### src/pkg/adcc_regs.svh
// register indices, field positions, reset values and timing counts of the converter control block
// assumes an apb slave with 32-bit data where each register sits at four times its index
`ifndef ADCC_REGS_SVH
`define ADCC_REGS_SVH

`define ADCC_IDX_RESULT_HIGH 8'h1E
`define ADCC_IDX_CONTROL_A 8'h1F
`define ADCC_IDX_RESULT_LOW 8'h9E
`define ADCC_IDX_CONTROL_B 8'h9F
`define ADCC_IDX_STATUS 8'h20

`define ADCC_A_CLK_SEL_HI 7
`define ADCC_A_CLK_SEL_LO 6
`define ADCC_A_CHAN_HI 5
`define ADCC_A_CHAN_LO 3
`define ADCC_A_GO 2
`define ADCC_A_POWER 0

`define ADCC_B_JUSTIFY 7
`define ADCC_B_HALVING 6
`define ADCC_B_PCFG_HI 3
`define ADCC_B_PCFG_LO 0

`define ADCC_S_DONE 0

`define ADCC_RESET_CONTROL_A 8'h00
`define ADCC_RESET_CONTROL_B 8'h00

`define ADCC_CLK_SEL_RC 2'h3
`define ADCC_CONV_TADS 4'h9
`define ADCC_HOLDOFF_TADS 4'h2
`define ADCC_RESULT_BITS 10

`endif

### src/pkg/adcc_pkg.sv
// types shared by the converter control block
// assumes adcc_regs.svh supplies the numeric constants
package adcc_pkg;

	typedef enum logic [1:0] {
		ADCC_IDLE,
		ADCC_CONVERT,
		ADCC_HOLDOFF
	} adcc_phase_t;

	typedef struct packed {
		logic [5:0] count;
		logic tick;
	} adcc_tad_state_t;

	typedef struct packed {
		adcc_phase_t phase;
		logic [3:0] tad_count;
		logic tad_restart;
		logic [1:0] clk_select;
		logic [2:0] channel;
		logic power_on;
		logic justify;
		logic halving;
		logic [3:0] pin_cfg;
		logic [15:0] result;
		logic done_flag;
		logic rc_meta;
		logic rc_sync;
		logic rc_prev;
		logic [9:0] cmp_meta;
		logic [9:0] cmp_sync;
		logic pready;
		logic pslverr;
		logic [31:0] prdata;
		logic converter_enable;
		logic [2:0] mux_select;
		logic [4:0] analog_pins;
		logic vref_pos_ext;
		logic vref_neg_ext;
		logic sample_connect;
		logic convert_active;
	} adcc_state_t;

endpackage : adcc_pkg

### src/pkg/adcc_tad_if.sv
// link between the sequencer and its bit period generator
// assumes both ends run on pclk
`timescale 1ns/1ps
interface adcc_tad_if;
	logic [1:0] clk_select;
	logic halving;
	logic run;
	logic restart;
	logic rc_tick;
	logic tick;

	modport gen (
		input clk_select,
		input halving,
		input run,
		input restart,
		input rc_tick,
		output tick
	);

	modport ctl (
		output clk_select,
		output halving,
		output run,
		output restart,
		output rc_tick,
		input tick
	);
endinterface : adcc_tad_if

### src/design/adcc_conv_ctrl.sv
// control and sequencing of a 10-bit five-input successive approximation converter
// assumes an apb master on pclk, an analog front end outside the clock domain
//
// Contract
// - clear halving: codes 00,01,10 divide 2,8,32
// - set halving: same codes divide 4,16,64
// - code 11 uses internal rc clock
// - channel codes 000-100 pick inputs 0-4
// - writing go starts, reads one while converting
// - hardware clears go at conversion end
// - power bit off shuts converter down
// - unimplemented control bits read as zero
// - format bit picks right or left justification
// - completion loads result, clears go, sets flag
// - pin config decodes analog or digital pins
// - pin config also selects reference sources
// - conversion lasts nine bit periods
// - sampler disconnected two bit periods afterwards
// - clearing go aborts, result kept unchanged
// - compare trigger starts conversion only when on
//
// Our own choice: the APB register port.
`timescale 1ns/1ps
`include "adcc_regs.svh"
module adcc_conv_ctrl #(
	parameter logic [3:0] CONV_TADS = `ADCC_CONV_TADS,
	parameter logic [3:0] HOLDOFF_TADS = `ADCC_HOLDOFF_TADS
) (
	input wire logic pclk,
	input wire logic presetn,
	input wire logic pclk_en,
	input wire logic psel,
	input wire logic penable,
	input wire logic pwrite,
	input wire logic [11:0] paddr,
	input wire logic [31:0] pwdata,
	output logic [31:0] prdata,
	output logic pready,
	output logic pslverr,
	input wire logic rc_clock_pin,
	input wire logic [9:0] cmp_code,
	input wire logic special_event_trigger,
	output logic converter_enable,
	output logic [2:0] mux_select,
	output logic [4:0] analog_pins,
	output logic vref_pos_ext,
	output logic vref_neg_ext,
	output logic sample_connect,
	output logic convert_active,
	output logic conversion_done_flag
);
	import adcc_pkg::*;

	adcc_state_t s;
	adcc_state_t next_s;
	logic wr_commit;
	logic rd_access;
	logic wr_a;
	logic wr_b;
	logic wr_hi;
	logic wr_lo;
	logic wr_st;
	logic go_req;
	logic abort_req;
	logic start_req;
	logic tad_tick;
	logic complete;
	logic [31:0] rd_word;
	logic rd_hit;

	adcc_tad_if tad_bus ();

	adcc_tad_gen u_tad_gen (
		.pclk(pclk),
		.presetn(presetn),
		.pclk_en(pclk_en),
		.bus(tad_bus.gen)
	);

	// true when the byte address selects the register with this index
	function automatic logic reg_hit(input logic [11:0] addr, input logic [7:0] idx);
		reg_hit = (addr[11:2] == {2'b00, idx}) && (addr[1:0] == 2'b00);
	endfunction : reg_hit

	// analog pin map {in4..in0}, reference pins count as analog
	function automatic logic [4:0] pin_map(input logic [3:0] cfg);
		case (cfg)
			4'h4: pin_map = 5'b01011;
			4'h5: pin_map = 5'b01011;
			4'h6: pin_map = 5'b00000;
			4'h7: pin_map = 5'b00000;
			4'hD: pin_map = 5'b01111;
			4'hE: pin_map = 5'b00001;
			4'hF: pin_map = 5'b01101;
			default: pin_map = 5'b11111;
		endcase
	endfunction : pin_map

	// positive reference from input three
	function automatic logic pos_ref(input logic [3:0] cfg);
		case (cfg)
			4'h1, 4'h3, 4'h5, 4'h8, 4'hA, 4'hB, 4'hC, 4'hD, 4'hF: pos_ref = 1'b1;
			default: pos_ref = 1'b0;
		endcase
	endfunction : pos_ref

	// negative reference from input two
	function automatic logic neg_ref(input logic [3:0] cfg);
		case (cfg)
			4'h8, 4'hB, 4'hC, 4'hD, 4'hF: neg_ref = 1'b1;
			default: neg_ref = 1'b0;
		endcase
	endfunction : neg_ref

	// place the code in the 16-bit result pair
	function automatic logic [15:0] justify_code(input logic right, input logic [9:0] code);
		if (right) begin
			justify_code = {6'h00, code};
		end else begin
			justify_code = {code, 6'h00};
		end
	endfunction : justify_code

	assign prdata = s.prdata;
	assign pready = s.pready;
	assign pslverr = s.pslverr;
	assign converter_enable = s.converter_enable;
	assign mux_select = s.mux_select;
	assign analog_pins = s.analog_pins;
	assign vref_pos_ext = s.vref_pos_ext;
	assign vref_neg_ext = s.vref_neg_ext;
	assign sample_connect = s.sample_connect;
	assign convert_active = s.convert_active;
	assign conversion_done_flag = s.done_flag;

	assign tad_bus.clk_select = s.clk_select;
	assign tad_bus.halving = s.halving;
	assign tad_bus.run = s.power_on;
	assign tad_bus.restart = s.tad_restart;
	assign tad_bus.rc_tick = s.rc_sync & ~s.rc_prev;

	// a tick already in flight when the divider restarts is stale
	assign tad_tick = tad_bus.tick & ~s.tad_restart;

	// read mux
	always_comb begin
		rd_word = 32'h0000_0000;
		rd_hit = 1'b1;
		if (reg_hit(paddr, `ADCC_IDX_CONTROL_A)) begin
			rd_word[`ADCC_A_CLK_SEL_HI:`ADCC_A_CLK_SEL_LO] = s.clk_select;
			rd_word[`ADCC_A_CHAN_HI:`ADCC_A_CHAN_LO] = s.channel;
			rd_word[`ADCC_A_GO] = (s.phase == ADCC_CONVERT);
			rd_word[`ADCC_A_POWER] = s.power_on;
		end else if (reg_hit(paddr, `ADCC_IDX_CONTROL_B)) begin
			rd_word[`ADCC_B_JUSTIFY] = s.justify;
			rd_word[`ADCC_B_HALVING] = s.halving;
			rd_word[`ADCC_B_PCFG_HI:`ADCC_B_PCFG_LO] = s.pin_cfg;
		end else if (reg_hit(paddr, `ADCC_IDX_RESULT_HIGH)) begin
			rd_word[7:0] = s.result[15:8];
		end else if (reg_hit(paddr, `ADCC_IDX_RESULT_LOW)) begin
			rd_word[7:0] = s.result[7:0];
		end else if (reg_hit(paddr, `ADCC_IDX_STATUS)) begin
			rd_word[`ADCC_S_DONE] = s.done_flag;
		end else begin
			rd_hit = 1'b0;
		end
	end

	// bus strobes, writes land at the edge that samples pready high
	always_comb begin
		rd_access = psel & penable & ~s.pready;
		wr_commit = psel & penable & s.pready & pwrite & ~s.pslverr;
		wr_a = wr_commit & reg_hit(paddr, `ADCC_IDX_CONTROL_A);
		wr_b = wr_commit & reg_hit(paddr, `ADCC_IDX_CONTROL_B);
		wr_hi = wr_commit & reg_hit(paddr, `ADCC_IDX_RESULT_HIGH);
		wr_lo = wr_commit & reg_hit(paddr, `ADCC_IDX_RESULT_LOW);
		wr_st = wr_commit & reg_hit(paddr, `ADCC_IDX_STATUS);
		go_req = wr_a & pwdata[`ADCC_A_GO] & pwdata[`ADCC_A_POWER] & s.power_on;
		abort_req = wr_a & ~pwdata[`ADCC_A_GO];
		start_req = go_req | (special_event_trigger & s.power_on);
		complete = (s.phase == ADCC_CONVERT) & tad_tick & (s.tad_count == CONV_TADS - 4'h1);
	end

	always_comb begin
		next_s = s;

		// two-stage synchronisers for signals from the analog side
		next_s.rc_meta = rc_clock_pin;
		next_s.rc_sync = s.rc_meta;
		next_s.rc_prev = s.rc_sync;
		next_s.cmp_meta = cmp_code;
		next_s.cmp_sync = s.cmp_meta;

		// apb: one wait state, answer registered
		next_s.pready = 1'b0;
		next_s.pslverr = 1'b0;
		if (rd_access) begin
			next_s.pready = 1'b1;
			next_s.pslverr = ~rd_hit;
			next_s.prdata = rd_word;
		end

		// register writes: configuration, result bytes, done flag clear
		if (wr_a) begin
			next_s.clk_select = pwdata[`ADCC_A_CLK_SEL_HI:`ADCC_A_CLK_SEL_LO];
			next_s.channel = pwdata[`ADCC_A_CHAN_HI:`ADCC_A_CHAN_LO];
			next_s.power_on = pwdata[`ADCC_A_POWER];
		end
		if (wr_b) begin
			next_s.justify = pwdata[`ADCC_B_JUSTIFY];
			next_s.halving = pwdata[`ADCC_B_HALVING];
			next_s.pin_cfg = pwdata[`ADCC_B_PCFG_HI:`ADCC_B_PCFG_LO];
		end
		if (wr_hi) begin
			next_s.result[15:8] = pwdata[7:0];
		end
		if (wr_lo) begin
			next_s.result[7:0] = pwdata[7:0];
		end
		if (wr_st && !pwdata[`ADCC_S_DONE]) begin
			next_s.done_flag = 1'b0;
		end

		// conversion sequencer
		next_s.tad_restart = 1'b0;
		case (s.phase)
			ADCC_IDLE: begin
				if (start_req) begin
					next_s.phase = ADCC_CONVERT;
					next_s.tad_count = 4'h0;
					next_s.tad_restart = 1'b1;
				end
			end
			ADCC_CONVERT: begin
				if (complete) begin
					next_s.phase = ADCC_HOLDOFF;
					next_s.tad_count = 4'h0;
					next_s.result = justify_code(s.justify, s.cmp_sync);
					next_s.done_flag = 1'b1;
				end else if (abort_req) begin
					next_s.phase = ADCC_HOLDOFF;
					next_s.tad_count = 4'h0;
					next_s.tad_restart = 1'b1;
				end else if (tad_tick) begin
					next_s.tad_count = s.tad_count + 4'h1;
				end
			end
			ADCC_HOLDOFF: begin
				if (tad_tick) begin
					if (s.tad_count == HOLDOFF_TADS - 4'h1) begin
						next_s.phase = ADCC_IDLE;
						next_s.tad_count = 4'h0;
					end else begin
						next_s.tad_count = s.tad_count + 4'h1;
					end
				end
			end
			default: begin
				next_s.phase = ADCC_IDLE;
			end
		endcase

		// power off drops any conversion at once
		if (!next_s.power_on) begin
			next_s.phase = ADCC_IDLE;
			next_s.tad_count = 4'h0;
		end

		// analog side controls
		next_s.converter_enable = next_s.power_on;
		next_s.mux_select = next_s.channel;
		next_s.analog_pins = pin_map(next_s.pin_cfg);
		next_s.vref_pos_ext = pos_ref(next_s.pin_cfg);
		next_s.vref_neg_ext = neg_ref(next_s.pin_cfg);
		next_s.sample_connect = next_s.power_on & (next_s.phase == ADCC_IDLE);
		next_s.convert_active = (next_s.phase == ADCC_CONVERT);
	end

	always_ff @(posedge pclk or negedge presetn) begin
		if (!presetn) begin
			s <= '0;
			s.analog_pins <= 5'b11111;
		end else if (pclk_en) begin
			s <= next_s;
		end
	end
endmodule : adcc_conv_ctrl

### src/design/adcc_tad_gen.sv
// bit period generator: one-cycle tick per conversion bit period
// assumes pclk is the oscillator and rc_tick is already synchronised
`timescale 1ns/1ps
`include "adcc_regs.svh"
module adcc_tad_gen (
	input wire logic pclk,
	input wire logic presetn,
	input wire logic pclk_en,
	adcc_tad_if.gen bus
);
	import adcc_pkg::*;

	adcc_tad_state_t s;
	adcc_tad_state_t next_s;

	// ratio 2,4,8,16,32,64 from {select, halving}
	function automatic logic [6:0] tad_ratio(input logic [1:0] sel, input logic halve);
		tad_ratio = 7'h02 << {sel, halve};
	endfunction : tad_ratio

	assign bus.tick = s.tick;

	always_comb begin
		next_s = s;
		next_s.tick = 1'b0;
		if (bus.restart || !bus.run) begin
			next_s.count = 6'h00;
		end else if (bus.clk_select == `ADCC_CLK_SEL_RC) begin
			next_s.count = 6'h00;
			next_s.tick = bus.rc_tick;
		end else if ({1'b0, s.count} == tad_ratio(bus.clk_select, bus.halving) - 7'h01) begin
			next_s.count = 6'h00;
			next_s.tick = 1'b1;
		end else begin
			next_s.count = s.count + 6'h01;
		end
	end

	always_ff @(posedge pclk or negedge presetn) begin
		if (!presetn) begin
			s <= '0;
		end else if (pclk_en) begin
			s <= next_s;
		end
	end
endmodule : adcc_tad_gen

### config.mk
export PLATFORM = sky130hd
export DESIGN_NAME = adcc_conv_ctrl
export DESIGN_NICKNAME = d
export VERILOG_FILES = /design/src/pkg/adcc_pkg.sv /design/src/pkg/adcc_tad_if.sv /design/src/design/adcc_conv_ctrl.sv /design/src/design/adcc_tad_gen.sv
export VERILOG_INCLUDE_DIRS = /design/src /design/src/pkg
export SDC_FILE = /design/constraint.sdc
export NUM_CORES = 1
export LEC_CHECK = 0
export BUFFER_PORTS_ARGS = -buffer_cell sky130_fd_sc_hd__buf_2
export CORE_MARGIN = 2
export CORE_UTILIZATION = 55
export CTS_BUF_LIST = sky130_fd_sc_hd__clkbuf_8 sky130_fd_sc_hd__clkbuf_16
export DETAILED_ROUTE_END_ITERATION = 7
export HOLD_SLACK_MARGIN = 0.02
export PLACE_DENSITY_LB_ADDON = 0.2
export SLEW_MARGIN = 20
export SYNTH_ARGS = -nofsm -noshare
export SYNTH_HDL_FRONTEND = slang
export SYNTH_HIERARCHICAL = 1
export SYNTH_SLANG_ARGS = --single-unit
export TNS_END_PERCENT = 5
### constraint.sdc
create_clock -name pclk -period 2.4 [get_ports pclk]
set_input_delay 0.24 -clock pclk [delete_from_list [all_inputs] [get_ports pclk]]
set_output_delay 0.24 -clock pclk [all_outputs]
set_load 0.01 [all_outputs]
== Word-level counts from Yosys, hierarchy flattened ==
Memories as Yosys holds them, arrays and structs flattened. A register that Yosys moved wholly into a read port is not among the register bits.
Cells that the tools add are included.
Storage, ports and cells
  bits in writable memories: 0
  memory bits (read-only): 16
  bits in registers: 84
  input bits: 62
  memories kept: 1
  output and inout bits: 48
  logic and storage cells: 148
  bits in latches: 0
Memories
  (no name shown): words 16, width 1, rd ports 1, clocked after Yosys merged registers in 1, wr ports 0, RTL line adcc_conv_ctrl.sv:101  | case (cfg)
Operators by class
  $lt $le $gt $ge: 0
  bitwise logic cells: 27
  mux-type cells: 45
  shift-type cells: 1
  multipliers: 0
  reductions and logical operators: 20
  add/subtract/negate cells: 3
  divide/modulo/power cells: 0
  eq/ne operators: 26
Operators with widths (number)
  6-bit 2-to-1 mux: 6
  17-bit 2-to-1 mux: 2
  34-bit 2-to-1 mux: 1
  4-bit equality test, second input constant: 7
  5-bit one-hot mux with 5 select lines: 1
  4-bit 2-to-1 mux: 6
  8-bit 2-to-1 mux: 3
  7-bit 2-to-1 mux: 3
  1-bit bitwise AND: 20
  10-bit by 5-bit equality test with 1-bit output, second input constant: 2
  10-bit by 8-bit equality test with 1-bit output, second input constant: 2
  4-bit by 3-bit equality test with 1-bit output, second input constant: 4
  16-bit 2-to-1 mux: 1
  1-bit 2-to-1 mux: 15
  4-bit one-hot mux with 3 select lines: 1
  10-bit by 6-bit equality test with 1-bit output, second input constant: 1
  2-bit 2-to-1 mux: 4
  6-bit by 7-bit equality test with 1-bit output: 1
  2-bit by 3-bit left shift with 7-bit output, first input constant: 1
  7-bit by 1-bit subtractor with 7-bit output, second input constant: 1
  6-bit by 1-bit adder with 6-bit output, second input constant: 1
  1-bit logical AND: 6
  2-bit logical NOT: 3
  3-bit inequality test, second input constant: 2
  16 further kinds: 28

== Longest topological paths before layout ==
Gate-level depths: netlist of the first run.
  word-level depth: 14
  depth in mapped cells: 9
  depth with buffers taken out: 8

== By module ==
Netlist of the first run, hierarchy kept.
Modules (own cells, without submodules)
  adcc_conv_ctrl: instances 1, area each 4478.0 um^2, seq. area each 1958.1 um^2, cells each 463
  adcc_tad_gen: instances 1, area each 515.5 um^2, seq. area each 175.2 um^2, cells each 53

== Worst setup path before layout of the first run ==
No wires, ideal clock.
  path type: flip-flop to flip-flop
  start: reg s, in the netlist pready
  end: reg vref_pos_ext (netlist name)
  buffers on the path: 0
  clock period less this slack: 1970 ps
  slack: 430 ps
  cell stages (with the launch flop): 7
  setup time: 126 ps
  required time: 2274 ps
  arrival: 1844 ps
  cells stage by stage: dfrtp_1 > nand4_1 > nor2_1 > nand4_4 > o211ai_1 > mux2i_1 > a221o_1
On the way
  longest elaborated chain between the ends: 5
Ends and longest elaborated chain
  start, declared: RTL line adcc_conv_ctrl.sv:54  | adcc_state_t s;
  start signal, assigned: RTL line adcc_conv_ctrl.sv:284  | s <= next_s;
  1-bit bitwise AND (3 in series): RTL line adcc_conv_ctrl.sv:172  | wr_commit = psel & penable & s.pready & pwrite & ~s.pslverr;
  1-bit bitwise AND: RTL line adcc_conv_ctrl.sv:174  | wr_b = wr_commit & reg_hit(paddr, `ADCC_IDX_CONTROL_B);
  4-bit 2-to-1 mux: RTL line adcc_conv_ctrl.sv:209  | if (wr_b) begin
Every way passes these cells.
A chain may end at the register's enable or synchronous reset.

== Worst setup path after layout of the first run ==
  start: reg s, in the netlist pready
  end: reg s[102] (netlist name)
On the way
  longest elaborated chain between the ends: 10
  elaborated cells between the ends (all ways): 19
  classes of those cells: eq/ne (4); mux (5); bitwise (9); reduce/logical (1)
Ends and longest elaborated chain
  1-bit bitwise AND (*) (3 in series): RTL line adcc_conv_ctrl.sv:172
  1-bit bitwise AND (*): RTL line adcc_conv_ctrl.sv:173  | wr_a = wr_commit & reg_hit(paddr, `ADCC_IDX_CONTROL_A);
  1-bit bitwise AND (3 in series): RTL line adcc_conv_ctrl.sv:178  | go_req = wr_a & pwdata[`ADCC_A_GO] & pwdata[`ADCC_A_POWER] & s.power_on;
  1-bit OR: RTL line adcc_conv_ctrl.sv:180  | start_req = go_req | (special_event_trigger & s.power_on);
  3-bit inequality test (no source line)
  5-bit AND reduction (no source line)
Every way passes the cells marked *; elsewhere a longest branch is shown, timed or not. The select of a mux whose other input is x is not followed.

==> metrics.md, run 1 <==
| Metric | Value |
|---|---|
| Status | `completed` |
| ANT nets after route | `0` |
| Switch share | `0.303` |
| Commonest non-fill, non-tap cells in the layout | `dfrtp_1 (80), buf_2 (60), nand2_1 (49), o21ai_0 (48), mux2_2 (32)` |
| Drt first pass iters | `4` |
| Synthesized area | `0.00499 mm2` |
| Most common cell after layout, fill and taps aside | `dfrtp_1` |
| Clk Latency, worst-skew pair | `0.36 ns` |
| Internal power | `2.40 mW` |
| Antenna cells | `0` |
| Root buf cell | `clkbuf_8` |
| Async SR Flop Fraction | `1.00` |
| Fin Clk Skew | `0.0175 ns` |
| Vias in the first global route | `3,648` |
| Sequential power share | `0.485` |
| Clk sink count | `85` |
| Total gr overflow | `0` |
| Synthesized area per cell | `9.68 um2` |
| FF+latch count, synth | `85` |
| # IOs | `110` |
| Initial core utilization | `0.570` |
| Least-Margin Pin Slew | `0.635 ns` |
| Area Growth Syn to Fin | `9.42%` |
| Largest net degree at the start of global routing | `58` |
| First-pass GRT wire length | `18.3 mm` |
| IO Port Bufs | `61` |
| Resized cells post-CTS | `0` |
| CP Data Arrival Time | `2.48 ns` |
| Final hold vios | `0` |
| Residual DRC | `0` |
| Gp weighted congestion | `0.910` |
| Setup crit start kind | `register` |
| Final period utilization | `0.946` |
| Endpoints failing setup | `0` |
| Fin. max-slew vios | `0` |
| TritonCTS buffer count | `9` |
| Rows | `34` |
| Placed cell count | `660` |
| Layout Nets | `634` |
| Longest Clk Path Bufs | `2` |
| Critical Path End Type | `register` |
| Initial antenna violation count | `0` |
| Yosys warnings | `6` |
| Core area | `0.00876 mm2` |
| Die width | `99.3 um` |
| CTS tree | `built` |
| Setup CP Type | `reg -> reg` |
| EDFF count, synth | `0` |
| Share of layout cells above drive strength 1 | `0.258` |
| Via/cell ratio | `5.73` |
| Reg clk slew, reported paths | `0.08 ns` |
| Worst hold path class | `in -> reg` |
| Routed wire length | `10.9 mm` |
| LEAKAGE | `2.53 nW` |
| Avg WL per Cell | `16.2 um` |
| Final cell count without fillers | `677` |
| TNS Setup | `0 ns` |
| Primary FF master, synth | `dfrtp_1` |
| Iteration-0 DRC Markers | `229` |
| Combinational power share | `0.208` |
| Cells after Synth | `516` |
| Die ar. | `0.00986 mm2` |
| NetSw | `1.05 mW` |
| Max IR drop VDD | `404 uV` |
| Via count | `3,882` |
| CP required | `2.62 ns` |
| Die H | `99.3 um` |
| Distinct cells, synth | `72` |
| Highest clock rate | `441 MHz` |
| Sequential fraction of the synthesis area | `0.427` |
| Clk network pwr share | `0.307` |
| Gr usage total | `0.230` |
| Power Density | `631 mW/mm2` |
| CTS H-Tree Depth | `3` |
| Crit path time final | `2.27 ns` |
| RSZ-0062 raised after global routing | `no` |
| CP max FO | `8` |
| Max-cap violations | `0` |
| Slew HR | `0.565` |
| DPL Wire Length | `8.17 mm` |
cells in the mapped netlist (8+ instances only):
library cell | count | area [um2]
a21oi_1 | 25 | 125
a2bb2oi_1 | 8 | 70.1
and3_1 | 9 | 56.3
buf_4 | 41 | 308
clkbuf_1 | 17 | 63.8
dfrtp_1 | 80 | 2000
ha_1 | 8 | 100
inv_1 | 26 | 97.6
mux2_2 | 32 | 360
mux2i_1 | 17 | 170
nand2_1 | 49 | 184
nand3_1 | 14 | 70.1
nand4_1 | 10 | 62.6
nor2_1 | 31 | 116
nor3_1 | 8 | 40.0
o21ai_0 | 48 | 240
cells by family after synthesis:
kind of cell	synth area share
AND/OR/NAND/NOR	0.171
AO/OA/AOI/OAI	0.165
buffers and inverters	0.0997
flip-flops	0.427
multiplexers	0.111
adder cells (fa/ha/maj)	0.0223
XOR/XNOR	0.00351
other	0.000751
final timing paths:
check | startpoint | to | slack, ns | depth (start not counted)
hold reg to reg | analog_pins[1] | analog_pins[1] | 0.48 | 2
setup / recovery | pready | s[102] | 0.13 | 6
hold / removal | cmp_code[5] | next_s[52] | 0.12 | 2
min in group asynchronous | presetn | prdata[4] | 0.34 | 2
setup reg to reg | pready | s[102] | 0.13 | 6
max in group asynchronous | presetn | analog_pins[2] | 1.36 | 3
worst max-delay path, cell delays in order, from the launching register on:
cell and delay (ns):
dfrtp_1 0.37, nand4_1 0.18, nand2b_1 0.39, o41ai_2 0.62
a211oi_1 0.16, o311ai_1 0.30, nand3_1 0.12
power groups by stage:
stage | clock (mW) | sequential [mW] | combinational (mW)
after floorplan | 0 | 1.69 | 0.521
after global placement | 0 | 1.69 | 0.695
after detailed placement | 0 | 1.70 | 0.714
after CTS | 1.09 | 1.67 | 0.720
after global routing | 1.15 | 1.69 | 0.807
final | 1.06 | 1.67 | 0.719
registers in the layout, summed over array words and instances, names as in the netlist:
name / flops
analog_pins: 5
conversion_done_flag: 1
convert_active: 1
converter_enable: 1
mux_select: 3
next_s: 12
prdata: 8
pready: 1
pslverr: 1
s: 38
sample_connect: 1
tad_bus.clk_select: 2
tad_bus.halving: 1
tad_bus.restart: 1
u_tad_gen/bus.tick: 1
u_tad_gen/s: 6
vref_neg_ext: 1
vref_pos_ext: 1
layout make-up:
type	count	area (um2)
flip-flops and latches	85	2130
repair buffers	76	435
inverters	27	101
fillers	749	3300
multi-input cells	365	2450
clock buffers	11	151
well taps	108	135
clock inverters	5	58.8
per-layer routing:
layer,vias up,track usage,wire (um)
met5,-,0,0
met4,0,0.0769,133
met3,12,0.0365,579
met2,108,0.340,4880
met1,1878,0.347,5350
li1,1884,-,-
metrics by stage:
stage	cell area (um2)	total power, mW	util	setup WS, ns	hold WS (ns)
floorplan	5080	2.21	-	0.430	-0.0556
global placement	5240	2.39	0.598	0.231	0.195
detailed placement	5240	2.41	0.598	0.196	0.197
CTS	5460	3.48	0.624	0.181	0.103
global route	5460	3.64	0.624	0.0126	0.108
finish	5460	3.45	0.624	0.131	0.119
repair_timing:
| action | in CTS | in global routing |
|---|---|---|
| buffers inserted | 0 | 0 |
| hold buffers | 1 | 0 |
| hold endpoints to repair | 28 | 0 |
Power figures use the tool's default switching activity.
==> inputs of run 2 (changes only) <==
- clock period: 2.4 -> 2.37 ns (I/O delays scaled with it)
==> metrics.md, run 2 (same netlist as run 1, synthesis figures left out) <==
| Metric | Value |
|---|---|
| Status | `completed` |
| Via/cell ratio | `5.81 (+1.3%)` |
| CP max FO | `8 (unchanged)` |
| ANT nets after route | `0 (unchanged)` |
| Slew HR | `0.578 (+0.0127)` |
| Final Power | `3.52 mW (+2.1%)` |
| Critical path destination | `s[102]` |
| Via count | `3,928 (+1.2%)` |
| RSZ-0062 raised after global routing | `no` |
| Fin Clk Skew | `0.0135 ns (-0.00394 ns)` |
| Max IR drop VDD | `442 uV (+9.5%)` |
| Root buf cell | `clkbuf_8` |
| Routed wire length | `11.1 mm (+1.9%)` |
| FF-to-FF path depth | `6 (unchanged)` |
| Die width | `99.3 um (unchanged)` |
| Highest clock rate | `467 MHz (+6.0%)` |
| Clk sink count | `85 (unchanged)` |
| Share of layout cells above drive strength 1 | `0.259 (+0.000455)` |
| Antenna cells | `0 (unchanged)` |
| FF-to-FF End | `s[102]` |
| Power Density | `644 mW/mm2 (+2.0%)` |
| Sequential power share | `0.482 (-0.003)` |
| Max-cap violations | `0 (unchanged)` |
| IO Port Bufs | `61 (unchanged)` |
| TNS Setup | `0 ns (unchanged)` |
| Internal power | `2.44 mW (+1.6%)` |
| Post-DP Area | `0.00524 mm2 (unchanged)` |
| Gp weighted congestion | `0.921 (+1.2%)` |
| Final period utilization | `0.904 (-0.0419)` |
| Largest net degree at the start of global routing | `59 (+1.7%)` |
| Residual DRC | `0 (unchanged)` |
| Rows | `34 (unchanged)` |
| Reg with most FFs | `s` |
| Fin. max-slew vios | `0 (unchanged)` |
| CTS tree | `built` |
| Worst reg2reg startpoint | `pready` |
| Drt first pass iters | `5 (+1)` |
| Reg clk slew, reported paths | `0.09 ns (about the same)` |
| Crit path time final | `2.14 ns (-0.128 ns)` |
| # IOs | `110 (unchanged)` |
| Total gr overflow | `0 (unchanged)` |
| DP Worst Slack | `0.159 ns (-0.0373 ns)` |
| CP Data Arrival Time | `2.36 ns (-0.12 ns)` |
| Max FFs per register | `38 (unchanged)` |
| Final WS setup | `0.229 ns (+0.0977 ns)` |
| Setup crit start kind | `register` |
| Layout Nets | `634 (unchanged)` |
| Clk network pwr share | `0.306 (about the same)` |
| CP required | `2.59 ns (-0.03 ns)` |
| Longest Clk Path Bufs | `2 (unchanged)` |
| Final hold vios | `0 (unchanged)` |
| Vias in the first global route | `3,836 (+5.2%)` |
| CTS H-Tree Depth | `3 (unchanged)` |
| Setup CP Type | `reg -> reg` |
| Gr usage total | `0.236 (+0.00542)` |
| Post-layout instance area | `0.00547 mm2 (+0.14%)` |
| Clk Latency, worst-skew pair | `0.36 ns (about the same)` |
| Initial antenna violation count | `0 (unchanged)` |
| Die ar. | `0.00986 mm2 (unchanged)` |
| Initial core utilization | `0.570 (unchanged)` |
| CP Launch Point | `pready` |
| First-pass GRT wire length | `18.7 mm (+2.4%)` |
| Core area | `0.00876 mm2 (unchanged)` |
| Avg WL per Cell | `16.5 um (+2.0%)` |
| Worst hold path class | `in -> reg` |
| Combinational power share | `0.211 (+0.003)` |
| Worst reg-to-reg setup slack | `0.23 ns (+0.10 ns)` |
| Most common cell after layout, fill and taps aside | `dfrtp_1` |
| TritonCTS buffer count | `9 (unchanged)` |
| Area Growth Syn to Fin | `9.57%` |
| Critical Path End Type | `register` |
| Endpoints failing setup | `0 (unchanged)` |
| Worst hold slack | `0.107 ns (-0.0124 ns)` |
| Hold Path Origin | `cmp_code[6]` |
| Die H | `99.3 um (unchanged)` |
| NetSw | `1.08 mW (+3.4%)` |
| Least-Margin Pin Slew | `0.616 ns (-0.0185 ns)` |
| Iteration-0 DRC Markers | `304 (+33%)` |
| Switch share | `0.307 (+0.00382)` |
| DPL Wire Length | `8.18 mm (+0.12%)` |
| LEAKAGE | `2.53 nW (about the same)` |
| Commonest non-fill, non-tap cells in the layout | `dfrtp_1 (80), buf_2 (60), nand2_1 (49), o21ai_0 (48), mux2_2 (32)` |
==> run 2: how the worst min path moves through the flow <==
stage	endpoint	slack, ns	cells past startpoint
floorplan	conversion_done_flag	-0.06	0
global placement	prdata[5]	0.19	1
detailed placement	prdata[4]	0.19	1
CTS	next_s[53]	0.1	2
global route	next_s[48]	0.09	2
finish	next_s[53]	0.11	2
==> run 2: area by class of cell <==
class,count,area [um2]
multi-input combinational,365,2460
clock inverter,4,55.1
sequential,85,2130
fill,733,3290
tap,108,135
timing repair buffer,76,435
clock buffer,11,151
inverter,27,101
==> run 2: worst max-delay path, stage by stage, from the launching register on <==
cell and delay [ns]:
dfrtp_1 0.37, nand4_1 0.19, nand2b_1 0.41, o41ai_4 0.51
a211oi_1 0.16, o311ai_1 0.27, nand3_1 0.11
==> run 2: routing by layer <==
metal | track usage | share of wire | vias up
met5 | 0 | 0 | -
met1 | 0.344 | 0.48 | 1904
li1 | - | - | 1885
met3 | 0.0408 | 0.055 | 14
met2 | 0.363 | 0.46 | 125
met4 | 0.0674 | 0.011 | 0
==> run 2: metrics by stage <==
| stage | std cells | utilization |
|---|---|---|
| 2_1_floorplan | 539 | - |
| 3_3_place_gp | 660 | 0.598 |
| 3_5_place_dp | 660 | 0.598 |
| 4_1_cts | 676 | 0.623 |
| 5_1_grt | 676 | 0.624 |
| 6_report | 676 | 0.624 |
==> run 2: power by group through the flow <==
| stage | sequential [mW] | clock [mW] | combinational, mW |
|---|---|---|---|
| 2_1_floorplan | 1.71 | 0 | 0.528 |
| 6_report | 1.70 | 1.08 | 0.744 |
| 5_1_grt | 1.72 | 1.18 | 0.831 |
| 4_1_cts | 1.70 | 1.10 | 0.730 |
| 3_5_place_dp | 1.72 | 0 | 0.724 |
| 3_3_place_gp | 1.72 | 0 | 0.702 |
==> run 2: timing repair <==
action                                 CTS  global route
endpoints found under the hold margin   27             0
setup endpoints to repair                0             1
hold buffers                             1             0
buffers inserted                         0             0
resized for setup                        0             2
==> inputs of run 3 (changes only) <==
- CORE_UTILIZATION: 55 -> 30
==> metrics.md, run 3 (same netlist as run 1, synthesis figures left out) <==
| Metric | Value |
|---|---|
| Residual DRC | `0 (unchanged)` |
| DP Worst Slack | `0.153 ns (-0.00606 ns)` |
| Crit path time final | `2.19 ns (+0.0438 ns)` |
| # IOs | `110 (unchanged)` |
| LEAKAGE | `2.59 nW (+2.2%)` |
| CTS H-Tree Depth | `3 (unchanged)` |
| Power Density | `680 mW/mm2 (+5.6%)` |
| Placed cell count | `775 (+17%)` |
| Clk sink count | `85 (unchanged)` |
| Vias in the first global route | `3,808 (-0.73%)` |
| Clk Latency, worst-skew pair | `0.34 ns (-0.02 ns)` |
| RSZ-0062 raised after global routing | `no` |
| FF-to-FF path depth | `7 (+1)` |
| Max IR drop VDD | `325 uV (-27%)` |
| Fin Clk Skew | `0.0105 ns (-0.00307 ns)` |
| Worst path slowest cell | `a2111o_1` |
| Iteration-0 DRC Markers | `304 (unchanged)` |
| Final cell count without fillers | `792 (+17%)` |
| Max FFs per register | `38 (unchanged)` |
| Max-cap violations | `0 (unchanged)` |
| TritonCTS buffer count | `9 (unchanged)` |
| Core area | `0.0164 mm2 (+87%)` |
| CP Launch Point | `s[100]` |
| Area Growth Syn to Fin | `14.5%` |
| Filler Cells Inserted | `1,699 (+130%)` |
| WP buf/inv | `1 (+1)` |
| Die ar. | `0.0177 mm2 (+79%)` |
| IO Port Bufs | `61 (unchanged)` |
| Worst reg2reg startpoint | `s[100]` |
| ANT nets after route | `0 (unchanged)` |
| Final period utilization | `0.922 (+0.0185)` |
| Setup crit start kind | `register` |
| Worst reg-to-reg setup slack | `0.18 ns (-0.04 ns)` |
| Kind of cell adding the most delay to the critical path | `compound AO/OA/AOI/OAI gates` |
| Endpoints failing setup | `0 (unchanged)` |
| Critical Path End Type | `register` |
| Number of setup buffers added after CTS | `0 (unchanged)` |
| Via count | `3,895 (-0.84%)` |
| Layout Nets | `637 (+0.47%)` |
| First-pass GRT wire length | `20.5 mm (+9.9%)` |
| Via/cell ratio | `4.92 (-15%)` |
| Initial core utilization | `0.304 (-0.265)` |
| Die width | `133 um (+34%)` |
| FF-to-FF End | `sample_connect` |
| Highest clock rate | `458 MHz (-2.0%)` |
| Crit-path cells | `inv_1 > ha_1 > and3b_1 > a21boi_0 > o41ai_2 > a2111o_1 > and3_1` |
| Hold Path Origin | `cmp_code[9]` |
| Least-Margin Pin Slew | `0.653 ns (+0.0371 ns)` |
| Routed wire length | `12.4 mm (+12%)` |
| CP Data Arrival Time | `2.42 ns (+0.06 ns)` |
| Largest net degree at the start of global routing | `63 (+6.8%)` |
| Slew HR | `0.565 (-0.0130)` |
| Die H | `133 um (+34%)` |
| Final hold vios | `0 (unchanged)` |
| Gp weighted congestion | `0.849 (-7.8%)` |
| Slowest stage delay, CP | `0.46 ns (-0.05 ns)` |
| Avg WL per Cell | `15.7 um (-4.6%)` |
| TNS Setup | `0 ns (unchanged)` |
| Setup CP Type | `reg -> reg` |
| CP max FO | `5 (-3)` |
| Post-layout instance area | `0.00572 mm2 (+4.5%)` |
| Initial antenna violation count | `0 (unchanged)` |
| Worst hold path class | `in -> reg` |
| Most common cell after layout, fill and taps aside | `dfrtp_1` |
| Share of layout cells above drive strength 1 | `0.260 (+0.00169)` |
| Final WS setup | `0.185 ns (-0.0438 ns)` |
| Fin. max-slew vios | `0 (unchanged)` |
| Total gr overflow | `0 (unchanged)` |
| Drt first pass iters | `5 (unchanged)` |
| Rows | `47 (+38%)` |
| Root buf cell | `clkbuf_16` |
| Commonest non-fill, non-tap cells in the layout | `dfrtp_1 (80), buf_2 (60), nand2_1 (49), o21ai_0 (47), mux2_2 (32)` |
| CTS tree | `built` |
| Critical path destination | `sample_connect` |
| Post-DP Area | `0.00541 mm2 (+3.1%)` |
| Reg with most FFs | `s` |
| Gr usage total | `0.147 (-0.0889)` |
| Critical Path Stages | `7 (+1)` |
| DPL Wire Length | `9.30 mm (+14%)` |
| Longest Clk Path Bufs | `2 (unchanged)` |
| Worst hold slack | `0.122 ns (+0.0155 ns)` |
| Status | `completed` |
| Antenna cells | `0 (unchanged)` |
| CP required | `2.61 ns (+0.02 ns)` |
| Reg clk slew, reported paths | `0.07 ns (-0.02 ns)` |
## run 3: changes by cell type in the layout (fill, tap and decap cells not counted)
cell	previous run	this run
a21boi_0	0	1
a21boi_1	1	0
buf_4	14	17
clkbuf_16	0	9
clkbuf_8	11	1
inv_1	26	28
o21ai_0	48	47
o21ai_1	1	2
o41ai_2	0	1
o41ai_4	1	0
## run 3: worst register-to-register path, delay by kind of cell (launching register included)
family          cells  cell delay, ns
flops               1            0.42
simple gates        2            0.40
buf+inv             1            0.06
compound gates      3            1.01
fa+ha+maj           1            0.20
## run 3: through the flow
| step | util | power, mW |
|---|---|---|
| CTS | 0.349 | 3.94 |
| detailed placement | 0.330 | 2.47 |
| finish | 0.349 | 3.89 |
| global route | 0.349 | 4.10 |
| global placement | 0.330 | 2.46 |
| floorplan | - | 2.24 |
## run 3: power by group
group / switching [mW] / internal (mW)
Clock: 0.597 / 0.844
Combinational: 0.440 / 0.308
Sequential: 0.112 / 1.59
Total: 1.15 / 2.74
## run 3: what timing repair did
| item | 4_1_cts | 5_1_grt |
|---|---|---|
| resized for setup | 0 | 1 |
| hold buffers | 1 | 0 |
| setup endpoints to repair | 0 | 1 |
| hold endpoints to repair | 21 | 0 |
## run 3: how the worst min path moves through the flow
stage,to,depth (start not counted)
after floorplan,conversion_done_flag,0
after global placement,s[102],1
after detailed placement,s[102],1
after CTS,next_s[56],2
after global routing,next_s[56],2
final,next_s[56],2
## run 3: layer usage
metal / wire length (um) / GRT usage / up-vias
met1: 6290 / 0.217 / 1867
met3: 592 / 0.0230 / 14
met4: 239 / 0.0585 / 0
li1: - / - / 1898
met2: 5330 / 0.214 / 116
met5: 0 / 0 / -
## run 3: layout make-up
cell class | instances | area, um2 | share of cell area
Timing Repair Buffer | 79 | 458 | 0.0801
Clock inverter | 6 | 62.6 | 0.0109
Inverter | 27 | 101 | 0.0177
Multi-Input combinational cell | 365 | 2450 | 0.428
Clock buffer | 10 | 239 | 0.0418
Tap cell | 220 | 275 | 0.0481
Sequential cell | 85 | 2130 | 0.373
